## src/preempt_pkg.sv

```systemverilog
package preempt_pkg;
  // preempt count and widths
  localparam int NPRE = 10;
  localparam int AW = 8;

  // register byte addresses
  localparam logic [AW-1:0] A_STATUS = 8'h00;
  localparam logic [AW-1:0] A_TIME0 = 8'h04;
  localparam logic [AW-1:0] A_TIME1 = 8'h08;
  localparam logic [AW-1:0] A_TIME2 = 8'h0c;
  localparam logic [AW-1:0] A_DWELL_PH = 8'h10;
  localparam logic [AW-1:0] A_EXIT_PH = 8'h14;
  localparam logic [AW-1:0] A_TRK_OVL = 8'h18;
  localparam logic [AW-1:0] A_DWL_OVL = 8'h1c;
  localparam logic [AW-1:0] A_CFG = 8'h40;

  // time0 / time1 / time2 field positions
  localparam int T0_DELAY = 0;
  localparam int T0_MINDUR = 16;
  localparam int T1_MINDWELL = 0;
  localparam int T1_TRACK = 8;
  localparam int T1_EXTEND = 16;
  localparam int T1_RETURN = 24;
  localparam int T2_WALKER_CLEARANCE_TIME = 0;
  localparam int T2_YEL = 8;
  localparam int T2_RED = 16;
  localparam int T2_PATTERN = 24;
  localparam int T2_RETMAX = 31;

  // per-preempt config word fields
  localparam int CF_EN = 0;
  localparam int CF_LOCK = 1;
  localparam int CF_OVRF = 2;
  localparam int CF_OVRH = 3;
  localparam int CF_SKIP = 4;
  localparam int CF_FID = 5;
  localparam int CF_MODE = 6;
  localparam int CF_LINK = 8;
  localparam int CF_RAIL = 12;

  // active-output modes
  localparam logic [1:0] OM_RECOG = 2'h0;
  localparam logic [1:0] OM_DELAY = 2'h1;
  localparam logic [1:0] OM_DWELL = 2'h2;

  // reset values and bus answers
  localparam logic [31:0] RST_WORD = 32'h0;
  localparam logic [1:0] RESP_OKAY = 2'h0;
  localparam logic [1:0] RESP_SLVERR = 2'h2;

  typedef enum logic [2:0] {
    ST_IDLE = 3'h0,
    ST_DELAY = 3'h1,
    ST_TRACK = 3'h3,
    ST_DWELL = 3'h2,
    ST_EXIT_PED = 3'h6,
    ST_EXIT_YEL = 3'h7,
    ST_EXIT_RED = 3'h5,
    ST_RETURN = 3'h4
  } seq_e;
endpackage

```

## src/tick_timer.sv

```systemverilog
module tick_timer #(
  parameter int W = 8
) (
  // clock and reset
  input wire logic aclk,
  input wire logic aresetn,
  // control
  input wire logic load,
  input wire logic [W-1:0] val,
  input wire logic tick,
  // status
  output logic done
);
  logic [W-1:0] cnt_r;
  logic [W-1:0] cnt_nxt;

  always_comb begin
    cnt_nxt = cnt_r;
    if (load) begin
      cnt_nxt = val;
    end else if (tick && cnt_r != '0) begin
      cnt_nxt = cnt_r - 1'b1;
    end
  end

  always_ff @(posedge aclk) begin
    if (!aresetn) begin
      cnt_r <= '0;
    end else begin
      cnt_r <= cnt_nxt;
    end
  end

  assign done = (cnt_r == '0);
endmodule

```

## src/preemption_sequencer.sv

```systemverilog
// Behaviour
// lock latches call through delay and minimums
// after minimums, locked call follows input
// unlocked call dropped in delay aborts
// minimum dwell and duration guaranteed unless an override preempt cuts them short
// flash override: end flash, preempt, resume
// no override: ignore calls during flash
// lowest number has highest priority
// override setting lets preempt interrupt higher numbers
// higher number never interrupts lower number
// flash in dwell: yellow dwell, red others
// link target called while origin demand stays
// dwell extension stretches call 0-255 s
// return time as exit max or min
// exit ped, yellow, red clearances
// overlaps red during track and dwell
// 32 overlaps enabled per group
// preempt enable gates the input
// active output in three timing modes
// pattern invoked after delay unless coord
// pattern keeps coordination inactive
// skip track when overriding, if set
// exit list of 8 phases
// delay 0-600 s before track and dwell
// second tick timers, tenth tick clearances; exit ped clearance counts tick_1s
module preemption_sequencer
  import preempt_pkg::*;
(
  // clock and reset
  input wire logic aclk,
  input wire logic aresetn,
  // axi4-lite write
  input wire logic [preempt_pkg::AW-1:0] awaddr,
  input wire logic awvalid,
  output logic awready,
  input wire logic [31:0] wdata,
  input wire logic [3:0] wstrb,
  input wire logic wvalid,
  output logic wready,
  output logic [1:0] bresp,
  output logic bvalid,
  input wire logic bready,
  // axi4-lite read
  input wire logic [preempt_pkg::AW-1:0] araddr,
  input wire logic arvalid,
  output logic arready,
  output logic [31:0] rdata,
  output logic [1:0] rresp,
  output logic rvalid,
  input wire logic rready,
  // detector calls and controller conditions
  input wire logic [preempt_pkg::NPRE-1:0] preempt_in,
  input wire logic tick_1s,
  input wire logic tick_100ms,
  input wire logic auto_flash,
  input wire logic coord_with_preempt,
  // sequencer outputs
  output logic [preempt_pkg::NPRE-1:0] preempt_active,
  output logic [2:0] seq_state,
  output logic [3:0] active_num,
  output logic flash_suspend,
  output logic [31:0] flash_yellow,
  output logic [31:0] flash_red,
  output logic [31:0] overlap_red,
  output logic [7:0] exit_phases,
  output logic return_is_max,
  output logic [7:0] return_time,
  output logic [4:0] pattern_sel,
  output logic coord_inhibit
);
  import preempt_pkg::*;

  // bus state
  logic awready_r, awready_nxt, wready_r, wready_nxt;
  logic aw_have_r, aw_have_nxt, w_have_r, w_have_nxt;
  logic [AW-1:0] waddr_r, waddr_nxt;
  logic [31:0] wdat_r, wdat_nxt;
  logic [3:0] wstb_r, wstb_nxt;
  logic bvalid_r, bvalid_nxt, arready_r, arready_nxt, rvalid_r, rvalid_nxt;
  logic [1:0] bresp_r, bresp_nxt, rresp_r, rresp_nxt;
  logic [31:0] rdata_r, rdata_nxt;
  logic do_wr;

  // register file
  logic [31:0] time0_r, time1_r, time2_r, dwell_ph_r, exit_ph_r, trk_ovl_r, dwl_ovl_r;
  logic [31:0] time0_nxt, time1_nxt, time2_nxt, dwell_ph_nxt, exit_ph_nxt;
  logic [31:0] trk_ovl_nxt, dwl_ovl_nxt;
  logic [31:0] cfg_r [NPRE];
  logic [31:0] cfg_nxt [NPRE];

  // sequencer state
  seq_e state_r, state_nxt;
  logic [3:0] act_r, act_nxt, link_src_r, link_src_nxt, link_dst_r, link_dst_nxt;
  logic ovr_r, ovr_nxt, link_on_r, link_on_nxt;
  logic [NPRE-1:0] lock_r, lock_nxt, call_v, ext_live;
  logic seq_load, md_load, seq_done, md_done, seq_tick;
  logic [15:0] seq_val;
  logic [3:0] best, cand, link_tgt;
  logic any_call, any_cand;

  // registered outputs
  logic [NPRE-1:0] pa_r, pa_nxt;
  logic fsusp_r, fsusp_nxt, ret_max_r, ret_max_nxt, coord_inh_r, coord_inh_nxt;
  logic [31:0] fyel_r, fyel_nxt, fred_r, fred_nxt, ovl_red_r, ovl_red_nxt;
  logic [7:0] exitp_r, exitp_nxt, ret_time_r, ret_time_nxt;
  logic [4:0] pat_r, pat_nxt;

  function automatic logic [31:0] merge(input logic [31:0] old, input logic [31:0] d,
                                        input logic [3:0] s);
    logic [31:0] r;
    r = old;
    for (int b = 0; b < 4; b++) begin
      if (s[b]) begin
        r[b*8 +: 8] = d[b*8 +: 8];
      end
    end
    return r;
  endfunction

  function automatic logic mapped(input logic [AW-1:0] a);
    return (a[1:0] == 2'h0) && ((a <= A_DWL_OVL) ||
           (a >= A_CFG && a < A_CFG + AW'(4 * NPRE)));
  endfunction

  // dwell extension, one stretch timer per input
  for (genvar g = 0; g < NPRE; g++) begin : g_ext
    logic ext_done;
    tick_timer #(.W(8)) u_ext (
      .aclk(aclk),
      .aresetn(aresetn),
      .load(preempt_in[g]),
      .val(time1_r[T1_EXTEND +: 8]),
      .tick(tick_1s),
      .done(ext_done)
    );
    assign ext_live[g] = preempt_in[g] | ~ext_done;
  end

  // interval timer: seconds, exit yellow and red clearances in tenths
  tick_timer #(.W(16)) u_seq (
    .aclk(aclk),
    .aresetn(aresetn),
    .load(seq_load),
    .val(seq_val),
    .tick(seq_tick),
    .done(seq_done)
  );

  tick_timer #(.W(14)) u_md (
    .aclk(aclk),
    .aresetn(aresetn),
    .load(md_load),
    .val(time0_r[T0_MINDUR +: 14]),
    .tick(tick_1s),
    .done(md_done)
  );

  // axi4-lite slave
  always_comb begin
    aw_have_nxt = aw_have_r;
    w_have_nxt = w_have_r;
    waddr_nxt = waddr_r;
    wdat_nxt = wdat_r;
    wstb_nxt = wstb_r;
    bvalid_nxt = bvalid_r;
    bresp_nxt = bresp_r;
    rvalid_nxt = rvalid_r;
    rresp_nxt = rresp_r;
    rdata_nxt = rdata_r;
    if (awvalid && awready_r) begin
      aw_have_nxt = 1'b1;
      waddr_nxt = awaddr;
    end
    if (wvalid && wready_r) begin
      w_have_nxt = 1'b1;
      wdat_nxt = wdata;
      wstb_nxt = wstrb;
    end
    do_wr = aw_have_r && w_have_r && !bvalid_r;
    if (bvalid_r && bready) begin
      bvalid_nxt = 1'b0;
    end
    if (do_wr) begin
      aw_have_nxt = 1'b0;
      w_have_nxt = 1'b0;
      bvalid_nxt = 1'b1;
      bresp_nxt = mapped(waddr_r) ? RESP_OKAY : RESP_SLVERR;
    end
    if (rvalid_r && rready) begin
      rvalid_nxt = 1'b0;
    end
    if (arvalid && arready_r) begin
      rvalid_nxt = 1'b1;
      rresp_nxt = mapped(araddr) ? RESP_OKAY : RESP_SLVERR;
      case (araddr)
        A_STATUS: rdata_nxt = {3'h0, pa_r, call_v, act_r, 1'b0, ovr_r, state_r};
        A_TIME0: rdata_nxt = time0_r;
        A_TIME1: rdata_nxt = time1_r;
        A_TIME2: rdata_nxt = time2_r;
        A_DWELL_PH: rdata_nxt = dwell_ph_r;
        A_EXIT_PH: rdata_nxt = exit_ph_r;
        A_TRK_OVL: rdata_nxt = trk_ovl_r;
        A_DWL_OVL: rdata_nxt = dwl_ovl_r;
        default: begin
          rdata_nxt = RST_WORD;
          for (int i = 0; i < NPRE; i++) begin
            if (araddr == A_CFG + AW'(4 * i)) begin
              rdata_nxt = cfg_r[i];
            end
          end
        end
      endcase
    end
    awready_nxt = !aw_have_nxt && !bvalid_nxt;
    wready_nxt = !w_have_nxt && !bvalid_nxt;
    arready_nxt = !rvalid_nxt;
  end

  // register writes with byte strobes
  always_comb begin
    time0_nxt = time0_r;
    time1_nxt = time1_r;
    time2_nxt = time2_r;
    dwell_ph_nxt = dwell_ph_r;
    exit_ph_nxt = exit_ph_r;
    trk_ovl_nxt = trk_ovl_r;
    dwl_ovl_nxt = dwl_ovl_r;
    cfg_nxt = cfg_r;
    if (do_wr) begin
      case (waddr_r)
        A_TIME0: time0_nxt = merge(time0_r, wdat_r, wstb_r) & 32'h3fff_03ff;
        A_TIME1: time1_nxt = merge(time1_r, wdat_r, wstb_r);
        A_TIME2: time2_nxt = merge(time2_r, wdat_r, wstb_r) & 32'h9fff_ffff;
        A_DWELL_PH: dwell_ph_nxt = merge(dwell_ph_r, wdat_r, wstb_r);
        A_EXIT_PH: exit_ph_nxt = merge(exit_ph_r, wdat_r, wstb_r) & 32'h0000_00ff;
        A_TRK_OVL: trk_ovl_nxt = merge(trk_ovl_r, wdat_r, wstb_r);
        A_DWL_OVL: dwl_ovl_nxt = merge(dwl_ovl_r, wdat_r, wstb_r);
        default: begin
          for (int i = 0; i < NPRE; i++) begin
            if (waddr_r == A_CFG + AW'(4 * i)) begin
              cfg_nxt[i] = merge(cfg_r[i], wdat_r, wstb_r) & 32'h0000_1fff;
            end
          end
        end
      endcase
    end
  end

  // call qualification and arbitration
  always_comb begin
    for (int i = 0; i < NPRE; i++) begin
      call_v[i] = cfg_r[i][CF_EN]
                  && (ext_live[i] || lock_r[i]
                      || (link_on_r && link_dst_r == 4'(i)))
                  && !(auto_flash && !cfg_r[i][CF_OVRF]);
    end
    best = 4'h0;
    any_call = 1'b0;
    cand = 4'h0;
    any_cand = 1'b0;
    for (int i = NPRE - 1; i >= 0; i--) begin
      if (call_v[i]) begin
        best = 4'(i);
        any_call = 1'b1;
      end
      if (call_v[i] && cfg_r[i][CF_OVRH] && 4'(i) < act_r) begin
        cand = 4'(i);
        any_cand = 1'b1;
      end
    end
    link_tgt = cfg_r[act_r][CF_LINK +: 4];
  end

  // sequencer
  always_comb begin
    state_nxt = state_r;
    act_nxt = act_r;
    ovr_nxt = ovr_r;
    link_on_nxt = link_on_r && ext_live[link_src_r];
    link_src_nxt = link_src_r;
    link_dst_nxt = link_dst_r;
    pat_nxt = pat_r;
    coord_inh_nxt = coord_inh_r;
    seq_load = 1'b0;
    seq_val = 16'h0;
    md_load = 1'b0;
    seq_tick = (state_r == ST_EXIT_YEL || state_r == ST_EXIT_RED) ? tick_100ms : tick_1s;
    for (int i = 0; i < NPRE; i++) begin
      lock_nxt[i] = lock_r[i] || (cfg_r[i][CF_LOCK] && cfg_r[i][CF_EN] && preempt_in[i]);
    end
    if (state_r == ST_DWELL && seq_done && md_done) begin
      lock_nxt[act_r] = 1'b0;
    end
    if (state_r != ST_IDLE && any_cand) begin
      act_nxt = cand;
      ovr_nxt = 1'b1;
      state_nxt = ST_DELAY;
      seq_load = 1'b1;
      seq_val = {6'h0, time0_r[T0_DELAY +: 10]};
    end else begin
      case (state_r)
        ST_IDLE: begin
          pat_nxt = 5'h0;
          coord_inh_nxt = 1'b0;
          ovr_nxt = 1'b0;
          if (any_call) begin
            act_nxt = best;
            state_nxt = ST_DELAY;
            seq_load = 1'b1;
            seq_val = {6'h0, time0_r[T0_DELAY +: 10]};
          end
        end
        ST_DELAY: begin
          if (!call_v[act_r]) begin
            state_nxt = ST_IDLE;
          end else if (seq_done) begin
            md_load = 1'b1;
            seq_load = 1'b1;
            if (!coord_with_preempt && time2_r[T2_PATTERN +: 5] != 5'h0) begin
              pat_nxt = time2_r[T2_PATTERN +: 5];
              coord_inh_nxt = 1'b1;
            end
            if ((ovr_r && cfg_r[act_r][CF_SKIP]) || time1_r[T1_TRACK +: 8] == 8'h0) begin
              state_nxt = ST_DWELL;
              seq_val = {8'h0, time1_r[T1_MINDWELL +: 8]};
            end else begin
              state_nxt = ST_TRACK;
              seq_val = {8'h0, time1_r[T1_TRACK +: 8]};
            end
          end
        end
        ST_TRACK: begin
          if (seq_done) begin
            state_nxt = ST_DWELL;
            seq_load = 1'b1;
            seq_val = {8'h0, time1_r[T1_MINDWELL +: 8]};
          end
        end
        ST_DWELL: begin
          if (seq_done && md_done && !call_v[act_r]) begin
            state_nxt = ST_EXIT_PED;
            seq_load = 1'b1;
            seq_val = {8'h0, time2_r[T2_WALKER_CLEARANCE_TIME +: 8]};
          end
        end
        ST_EXIT_PED: begin
          if (seq_done) begin
            state_nxt = ST_EXIT_YEL;
            seq_load = 1'b1;
            seq_val = {8'h0, time2_r[T2_YEL +: 8]};
          end
        end
        ST_EXIT_YEL: begin
          if (seq_done) begin
            state_nxt = ST_EXIT_RED;
            seq_load = 1'b1;
            seq_val = {8'h0, time2_r[T2_RED +: 8]};
          end
        end
        ST_EXIT_RED: begin
          if (seq_done) begin
            state_nxt = ST_RETURN;
            seq_load = 1'b1;
            seq_val = {8'h0, time1_r[T1_RETURN +: 8]};
          end
        end
        ST_RETURN: begin
          if (seq_done) begin
            state_nxt = ST_IDLE;
            if (link_tgt != 4'h0 && link_tgt <= 4'(NPRE)) begin
              link_on_nxt = 1'b1;
              link_src_nxt = act_r;
              link_dst_nxt = link_tgt - 4'h1;
            end
          end
        end
        default: state_nxt = ST_IDLE;
      endcase
    end
  end

  // output staging
  always_comb begin
    for (int i = 0; i < NPRE; i++) begin
      pa_nxt[i] = 1'b0;
      if (act_nxt == 4'(i)) begin
        case (cfg_r[i][CF_MODE +: 2])
          OM_DELAY: pa_nxt[i] = state_nxt != ST_IDLE;
          OM_DWELL: pa_nxt[i] = state_nxt == ST_DWELL;
          default: pa_nxt[i] = state_nxt != ST_IDLE && state_nxt != ST_DELAY;
        endcase
      end
    end
    // flash held off while a preempt runs; released on return to idle
    fsusp_nxt = (fsusp_r || (auto_flash && state_nxt != ST_IDLE))
                && state_nxt != ST_IDLE;
    fyel_nxt = 32'h0;
    fred_nxt = 32'h0;
    if (state_nxt == ST_DWELL && cfg_r[act_nxt][CF_FID]) begin
      fyel_nxt = dwell_ph_r;
      fred_nxt = ~dwell_ph_r;
    end
    case (state_nxt)
      ST_TRACK: ovl_red_nxt = ~trk_ovl_r;
      ST_DWELL: ovl_red_nxt = ~dwl_ovl_r;
      default: ovl_red_nxt = 32'h0;
    endcase
    exitp_nxt = (state_nxt == ST_RETURN) ? exit_ph_r[7:0] : 8'h0;
    ret_time_nxt = time1_r[T1_RETURN +: 8];
    ret_max_nxt = time2_r[T2_RETMAX];
  end

  always_ff @(posedge aclk) begin
    if (!aresetn) begin
      awready_r <= 1'b0;
      wready_r <= 1'b0;
      aw_have_r <= 1'b0;
      w_have_r <= 1'b0;
      waddr_r <= '0;
      wdat_r <= RST_WORD;
      wstb_r <= 4'h0;
      bvalid_r <= 1'b0;
      bresp_r <= RESP_OKAY;
      arready_r <= 1'b0;
      rvalid_r <= 1'b0;
      rresp_r <= RESP_OKAY;
      rdata_r <= RST_WORD;
      time0_r <= RST_WORD;
      time1_r <= RST_WORD;
      time2_r <= RST_WORD;
      dwell_ph_r <= RST_WORD;
      exit_ph_r <= RST_WORD;
      trk_ovl_r <= RST_WORD;
      dwl_ovl_r <= RST_WORD;
      for (int i = 0; i < NPRE; i++) begin
        cfg_r[i] <= RST_WORD;
      end
      state_r <= ST_IDLE;
      act_r <= 4'h0;
      ovr_r <= 1'b0;
      link_on_r <= 1'b0;
      link_src_r <= 4'h0;
      link_dst_r <= 4'h0;
      lock_r <= '0;
      pa_r <= '0;
      fsusp_r <= 1'b0;
      fyel_r <= 32'h0;
      fred_r <= 32'h0;
      ovl_red_r <= 32'h0;
      exitp_r <= 8'h0;
      ret_time_r <= 8'h0;
      ret_max_r <= 1'b0;
      pat_r <= 5'h0;
      coord_inh_r <= 1'b0;
    end else begin
      awready_r <= awready_nxt;
      wready_r <= wready_nxt;
      aw_have_r <= aw_have_nxt;
      w_have_r <= w_have_nxt;
      waddr_r <= waddr_nxt;
      wdat_r <= wdat_nxt;
      wstb_r <= wstb_nxt;
      bvalid_r <= bvalid_nxt;
      bresp_r <= bresp_nxt;
      arready_r <= arready_nxt;
      rvalid_r <= rvalid_nxt;
      rresp_r <= rresp_nxt;
      rdata_r <= rdata_nxt;
      time0_r <= time0_nxt;
      time1_r <= time1_nxt;
      time2_r <= time2_nxt;
      dwell_ph_r <= dwell_ph_nxt;
      exit_ph_r <= exit_ph_nxt;
      trk_ovl_r <= trk_ovl_nxt;
      dwl_ovl_r <= dwl_ovl_nxt;
      cfg_r <= cfg_nxt;
      state_r <= state_nxt;
      act_r <= act_nxt;
      ovr_r <= ovr_nxt;
      link_on_r <= link_on_nxt;
      link_src_r <= link_src_nxt;
      link_dst_r <= link_dst_nxt;
      lock_r <= lock_nxt;
      pa_r <= pa_nxt;
      fsusp_r <= fsusp_nxt;
      fyel_r <= fyel_nxt;
      fred_r <= fred_nxt;
      ovl_red_r <= ovl_red_nxt;
      exitp_r <= exitp_nxt;
      ret_time_r <= ret_time_nxt;
      ret_max_r <= ret_max_nxt;
      pat_r <= pat_nxt;
      coord_inh_r <= coord_inh_nxt;
    end
  end

  assign awready = awready_r;
  assign wready = wready_r;
  assign bvalid = bvalid_r;
  assign bresp = bresp_r;
  assign arready = arready_r;
  assign rvalid = rvalid_r;
  assign rresp = rresp_r;
  assign rdata = rdata_r;
  assign preempt_active = pa_r;
  assign seq_state = state_r;
  assign active_num = act_r;
  assign flash_suspend = fsusp_r;
  assign flash_yellow = fyel_r;
  assign flash_red = fred_r;
  assign overlap_red = ovl_red_r;
  assign exit_phases = exitp_r;
  assign return_is_max = ret_max_r;
  assign return_time = ret_time_r;
  assign pattern_sel = pat_r;
  assign coord_inhibit = coord_inh_r;
endmodule

```

## config.mk

```make
export PLATFORM = sky130hd
export DESIGN_NAME = preemption_sequencer
export DESIGN_NICKNAME = d
export VERILOG_FILES = /design/src/preempt_pkg.sv /design/src/tick_timer.sv /design/src/preemption_sequencer.sv
export SDC_FILE = /design/constraint.sdc
export NUM_CORES = 2
export LEC_CHECK = 0
export BUFFER_PORTS_ARGS = -buffer_cell sky130_fd_sc_hd__buf_4
export CORE_MARGIN = 5
export CORE_UTILIZATION = 50
export DETAILED_ROUTE_END_ITERATION = 10
export PLACE_DENSITY = 0.68
export SLEW_MARGIN = 30
export SYNTH_ARGS = -nofsm -noshare
export SYNTH_HDL_FRONTEND = slang
export SYNTH_HIERARCHICAL = 1
export SYNTH_SLANG_ARGS = --single-unit
export TNS_END_PERCENT = 1
```

## constraint.sdc

```tcl
create_clock -name aclk -period 13.45 [get_ports aclk]
set_input_delay 4.035 -clock aclk [delete_from_list [all_inputs] [get_ports aclk]]
set_output_delay 4.035 -clock aclk [all_outputs]
set_load 0.05 [all_outputs]
```

## Word-level counts from Yosys, hierarchy flattened

Index checks and enable logic that the tools add are counted.

- Register bits: 674
- Bits of input ports: 73
- Output and inout bits: 178

- Add/sub/neg operators: 13
- $lt $le $gt $ge: 22
- Equal/unequal tests: 86
- Muxes and demuxes: 158
- Bitwise operators: 29
- Reduce and logical (&&, ||, !) cells: 291

Operators by type and width:

| kind | number |
|---|---|
| $mux 32 | 9 |
| $bmux 32 s4 | 2 |
| $pmux 32 s8 | 1 |
| $mux 8 | 28 |
| $eq 8x7->1 const B | 20 |
| $logic_and 1x1->1 | 119 |
| $logic_not 8->1 | 12 |
| $not 32->32 | 3 |
| $mux 4 | 23 |
| $reduce_and 4->1 | 21 |
| $reduce_bool 8->1 | 10 |
| $sub 8x1->8 const B | 10 |
| $reduce_and 3->1 | 25 |
| $pmux 10 s7 | 1 |
| $eq 8x5->1 const B | 8 |
| $pmux 32 s2 | 1 |
| $mux 1 | 49 |
| $logic_or 1x1->1 | 35 |
| $eq 4x3->1 const B | 8 |
| $eq 8x4->1 const B | 4 |
| $mux 16 | 2 |
| $mux 10 | 3 |
| $mux 3 | 10 |
| $mux 14 | 2 |
| other kinds (57) | 193 |

## Longest topological paths before layout

- Word-level depth: 27
- Gate-level depth with buffers: 18

## Modules after synthesis

Netlist, hierarchy kept.

Modules (own cells, without submodules):

| module | times used | cells each | area each (µm²) |
|---|---|---|---|
| preemption_sequencer | 1 | 2799 | 24439.7 |
| tick_timer at g_ext[0].u_ext ... | 10 | 59 | 511.7 |
| tick_timer at u_seq | 1 | 123 | 977.2 |
| tick_timer at u_md | 1 | 99 | 858.3 |

## Worst setup path before layout

Ideal clock, no wire load.

- Kind: input-to-reg
- Start: input preempt_in[2] in the netlist's numbering
- End: register fred_r[16], in the netlist flash_red[16]
- Arrival: 6937 ps
- Setup slack: 6394 ps
- Stages on the path: 12
- Buffers on the path: 2
- Cells stage by stage: or3b_1 a41o_1 and4_4 a2111oi_4 a31oi_2 buf_6 a21oi_2 a221o_1 o211ai_1 a311oi_4 buf_6 nor3b_2

- Word-level cells in the longest chain between the ends: 18
- Elaborated cells between the ends (all ways): 39
- Classes of those cells: eq/ne (1); mux (25); bitwise (2); reduce/logical (11)

RTL lines:

| item | RTL line | text |
|---|---|---|
| start: declaration | preemption_sequencer.sv:52 | `input wire logic [preempt_pkg::NPRE-1:0] preempt_in,` |
| $or 1x1->1 (*) | preemption_sequencer.sv:136 | `assign ext_live[g] = preempt_in[g] \| ~ext_done;` |
| $logic_or 1x1->1 (*) | preemption_sequencer.sv:253 | `&& (ext_live[i] \|\| lock_r[i]` |
| $logic_or 1x1->1 (*) | preemption_sequencer.sv:254 | `\|\| (link_on_r && link_dst_r == 4'(i)))` |
| $logic_and 1x1->1 (*) | preemption_sequencer.sv:253 |  |
| $logic_and 1x1->1 (*) | preemption_sequencer.sv:255 | `&& !(auto_flash && !cfg_r[i][CF_OVRF]);` |
| parallel branches: the longest is 11 deep, another holds $pmux 3 s8 | - |  |
| $logic_and 1x1->1 (*) | preemption_sequencer.sv:399 | `if (state_nxt == ST_DWELL && cfg_r[act_nxt][CF_FID]) begin` |
| $reduce_and 2->1 (no line) (*) | - |  |
| end signal: assignment | preemption_sequencer.sv:487 | `fred_r <= fred_nxt;` |
| end: declaration | preemption_sequencer.sv:104 | `logic [31:0] fyel_r, fyel_nxt, fred_r, fred_nxt, ovl_red_r, ovl_red_nxt;` |

Mark *: on every way between the ends. The select of a mux whose other input is x is not followed.
A chain may end at the register's enable or synchronous reset.

## Final worst setup path

- Start: input preempt_in[0] in the netlist's numbering
- End: register pa_r[3], in the netlist preempt_active[3]

- Word-level cells in the longest chain between the ends: 15
- Elaborated cells between the ends (all ways): 31
- Classes of those cells: eq/ne (3); mux (15); bitwise (1); reduce/logical (12)

RTL lines:

| item | RTL line | text |
|---|---|---|
| $or 1x1->1 (*) | preemption_sequencer.sv:136 |  |
| $logic_or 1x1->1 (*) | preemption_sequencer.sv:253 |  |
| $logic_or 1x1->1 (*) | preemption_sequencer.sv:254 |  |
| $logic_and 1x1->1 (*) | preemption_sequencer.sv:253 |  |
| $logic_and 1x1->1 (*) | preemption_sequencer.sv:255 |  |
| $bmux 1 s4 | preemption_sequencer.sv:314, preemption_sequencer.sv:340 |  |
| $mux 1 (not written as such) | preemption_sequencer.sv:314, preemption_sequencer.sv:340 |  |
| $logic_not 1->1 | preemption_sequencer.sv:340 | `if (seq_done && md_done && !call_v[act_r]) begin` |
| $logic_and 1x1->1 | preemption_sequencer.sv:340 |  |
| $mux 3 | preemption_sequencer.sv:340 |  |
| $pmux 3 s8 | preemption_sequencer.sv:301 | `case (state_r)` |
| $mux 3 | preemption_sequencer.sv:294 | `if (state_r != ST_IDLE && any_cand) begin` |
| $ne 3x1->1 / $reduce_bool 3->1 (equally long branches) | preemption_sequencer.sv:390, preemption_sequencer.sv:388 |  |
| $logic_and 1x1->1 | preemption_sequencer.sv:390 | `default: pa_nxt[i] = state_nxt != ST_IDLE && state_nxt != ST_DELAY;` |
| $pmux 1 s2 | preemption_sequencer.sv:387 | `case (cfg_r[i][CF_MODE +: 2])` |
| end signal: assignment | preemption_sequencer.sv:484 | `pa_r <= pa_nxt;` |
| end: declaration | preemption_sequencer.sv:102 | `logic [NPRE-1:0] pa_r, pa_nxt;` |

Mark *: on every way between the ends. The rest lies on a longest branch, timed or not. The select of a mux whose other input is x is not followed.

==> results.json <==
{
  "outcome": "completed",
  "core-area_um2": 61940,
  "global_route.overflow_total": 0,
  "fin_ws_ns": 5.731,
  "cts_htree_levels": 3,
  "yosysUniqueCellTypes": 106,
  "post_cts_resized": 0,
  "m1WireLength_mm": 46.53,
  "post_cts_buffers": 0,
  "gpl.final_weighted_congestion": 0.9776,
  "floorplan.io_pins": 251,
  "grt_setup_unrepaired": "no",
  "power.ir.vdd_worst_mv": 0.1041,
  "max_cap_viol_count": 0,
  "vias": 29120,
  "postSynthCellCount": 3611,
  "synth_enable_flop_cells": 0,
  "worstHoldStart": "cfg_r[268]$_SDFFE_PN0P_",
  "cts.sinks": 672,
  "drive_gt1_frac": 0.1498,
  "end_kind": "flip-flop",
  "drt-wirelength-per-cell_um": 24.14,
  "vias_per_cell": 6.281,
  "timing.hold.worst_path_depth": 2,
  "crit-reg2reg-launch": "g_ext[7].u_ext/cnt_r[2]$_SDFFE_PN0P_",
  "grt_usage": 0.3183,
  "synth_seq_area_share": 0.4285,
  "fin_skew_ns": 0.04592,
  "place.detailed.instances": 4506,
  "number_of_buffers_inserted_by_port_buffering": 248,
  "topRoutingLayerUsed": "met4",
  "diodes": 0,
  "worst_ep_required_time_ns": 13.98,
  "via_count_of_the_first_global_routing_pass": 26908,
  "placement_rows": 91,
  "tritoncts": "yes",
  "power.static_leakage_nw": 14.25,
  "setup_tns_ns": 0,
  "wl_met2_mm": 49.21,
  "drc": 0,
  "design.die.area_um2": 67900,
  "design.final.nets": 3861,
  "synth.ff_latch_count": 672,
  "min_period_over_period": 0.5739,
  "critPathMaxFanout": 74,
  "die_width_um": 260.6,
  "wire_length_of_the_first_global_routing_pass_mm": 168.7,
  "met3_length_mm": 11.56,
  "yosys_most_used_dff": "sky130_fd_sc_hd__dfxtp_1",
  "finalHoldViolCount": 0,
  "worst_slew_pin_slew_ns": 1.129,
  "rrSetupSlack_ns": 7.65,
  "async_flop_share": 0,
  "flow.area_growth_from_synthesis_pct": 15.27,
  "synth.avg_cell_area_um2": 8.694,
  "timing.hold.worst.class": "reg2reg",
  "hold-path-endpoint": "cfg_r[268]$_SDFFE_PN0P_",
  "ys.warnings.count": 6,
  "cts.hold.buffers_added": 0,
  "instances_no_fill": 4636,
  "timing.fmax_ghz": 0.1296,
  "largest_net_degree_at_the_start_of_global_routing": 143,
  "drt-initial-drc-count": 3439,
  "r2r_end": "preempt_active[3]$_SDFF_PN0_",
  "p_per_area_nw_per_um2": 135.1,
  "clock_transition_at_the_register_clock_pins_on_the_worst_setup_and_hold_paths_after_cts_ns": 0.06,
  "mostFrequentLayoutCell": "sky130_fd_sc_hd__dfxtp_1",
  "first_pass_iters": 6,
  "dp_hpwl_mm": 77.88,
  "effective_utilization_at_floorplan": 0.5068,
  "minimum_clock_period_ns": 7.719,
  "pre_cts_slack_ns": 5.214,
  "cp_class": "in2reg",
  "clock_latency_ns": 0.64,
  "inserted_clock_buffers": 73,
  "setup_violations": 0,
  "post_route_antenna_net_violation_count": 0,
  "cts-root-to-sink-buffers": 3,
  "postRouteWirelength_mm": 111.9,
  "slew_headroom": 0.2462,
  "dieHeight_um": 260.6,
  "critical_path.startpoint_type": "primary input",
  "worstPathArrival_ns": 8.25,
  "cts_root_buffer": "sky130_fd_sc_hd__clkbuf_16",
  "number_of_antenna_violations_at_the_first_check_in_global_routing": 0,
  "slew_viol_final": 0,
  "reg2regPathDepth": 13,
  "timing.hold.ws_ns": 0.4551,
  "syn-cell-area_um2": 31390,
  "most-common-layout-cells": "sky130_fd_sc_hd__dfxtp_1 (668), sky130_fd_sc_hd__nand2_1 (425), sky130_fd_sc_hd__a21oi_1 (319)"
}
## critical path: stages
cell	delay, ns
sky130_fd_sc_hd__buf_4	0.16
sky130_fd_sc_hd__o311ai_0	0.76
sky130_fd_sc_hd__nand2_1	0.30
sky130_fd_sc_hd__mux4_2	0.54
sky130_fd_sc_hd__nand2b_4	0.17
sky130_fd_sc_hd__and4_4	0.25
sky130_fd_sc_hd__a2111oi_4	0.56
sky130_fd_sc_hd__and4bb_4	0.32
sky130_fd_sc_hd__buf_4	0.57
sky130_fd_sc_hd__a221oi_1	0.20
sky130_fd_sc_hd__a2111oi_0	0.36
## how the worst max path moves through the flow
stage / slack [ns] / endpoint / startpoint
2_1_floorplan: 6.39 / flash_red[16]$_SDFF_PN0_ / preempt_in[2]
4_1_cts: 5.89 / preempt_active[3]$_SDFF_PN0_ / preempt_in[0]
3_5_place_dp: 5.21 / preempt_active[3]$_SDFF_PN0_ / preempt_in[0]
6_report: 5.73 / preempt_active[3]$_SDFF_PN0_ / preempt_in[0]
3_3_place_gp: 5.32 / preempt_active[3]$_SDFF_PN0_ / preempt_in[0]
5_1_grt: 5.51 / preempt_active[3]$_SDFF_PN0_ / preempt_in[3]
## registers in the layout (all words and copies together) (netlist names), 24 cells and up
signal and flops:
cfg_r 130, g_ext.u_ext/cnt_r 80, dwell_ph_r 32, dwl_ovl_r 32, flash_red 32, flash_yellow 32
overlap_red 32, rdata 32, time1_r 32, trk_ovl_r 32, wdat_r 32, time2_r 30
time0_r 24
## final cells by class
class,instances,area [um2]
inverter,106,405.4
tap,837,1047
sequential,672,13460
multi-input combinational,2595,16590
timing repair buffer,296,2226
fill,5650,25750
clock inverter,22,365.4
clock buffer,108,2098
## through the flow
stage	util	total power (W)	instance area [um2]
final	0.5842	0.004888	36190
after CTS	0.5841	0.004889	36180
after global placement	0.5442	0.002842	33710
after floorplan	-	0.002682	31420
after global routing	0.5842	0.005069	36190
after detailed placement	0.5443	0.002846	33710
## cell families after synthesis
group | synth area share
compound gates | 0.2001
mux | 0.08294
other cells | 0.0001195
buf+inv | 0.04548
flops | 0.4285
fa+ha+maj | 0.01754
simple gates | 0.2161
xor+xnor | 0.009207
## metal layers
layer | track usage | up-vias
li1 | - | 13385
met1 | 0.4404 | 14041
met2 | 0.4877 | 1456
met3 | 0.07411 | 238
met4 | 0.1167 | 0
met5 | 0 | -
## cells in the mapped netlist (21+ instances only)
cell / number / area, um2
sky130_fd_sc_hd__dfxtp_1: 672 / 13450
sky130_fd_sc_hd__nand2_1: 425 / 1595
sky130_fd_sc_hd__a21oi_1: 319 / 1597
sky130_fd_sc_hd__nor2_1: 308 / 1156
sky130_fd_sc_hd__nand3_1: 228 / 1141
sky130_fd_sc_hd__mux2i_1: 223 / 2232
sky130_fd_sc_hd__clkbuf_1: 190 / 713.2
sky130_fd_sc_hd__o21ai_0: 151 / 755.7
sky130_fd_sc_hd__inv_1: 103 / 386.6
sky130_fd_sc_hd__a31oi_1: 66 / 412.9
sky130_fd_sc_hd__and2_1: 52 / 325.3
sky130_fd_sc_hd__ha_1: 44 / 550.5
sky130_fd_sc_hd__a221oi_1: 43 / 376.6
sky130_fd_sc_hd__nor3b_1: 43 / 322.8
sky130_fd_sc_hd__o31ai_1: 41 / 307.8
sky130_fd_sc_hd__nand2b_1: 40 / 250.2
sky130_fd_sc_hd__a22oi_1: 36 / 270.3
sky130_fd_sc_hd__o22ai_1: 36 / 225.2
sky130_fd_sc_hd__nor3_1: 34 / 170.2
sky130_fd_sc_hd__a222oi_1: 33 / 330.3
sky130_fd_sc_hd__a22o_1: 33 / 289.0
sky130_fd_sc_hd__nand4_1: 32 / 200.2
sky130_fd_sc_hd__xnor2_1: 32 / 280.3
sky130_fd_sc_hd__buf_1: 26 / 97.59
sky130_fd_sc_hd__nor3b_2: 23 / 287.8
sky130_fd_sc_hd__nor4_1: 23 / 143.9
sky130_fd_sc_hd__or4_1: 21 / 157.7
## power breakdown
| group | internal, W | total [W] | switching, W |
|---|---|---|---|
| sequential | 0.00206 | 0.00215 | 0.0000963 |
| combinational | 0.000254 | 0.000668 | 0.000413 |
| clock | 0.00119 | 0.00207 | 0.000874 |
No activity file was read; power rests on OpenSTA's default activity.
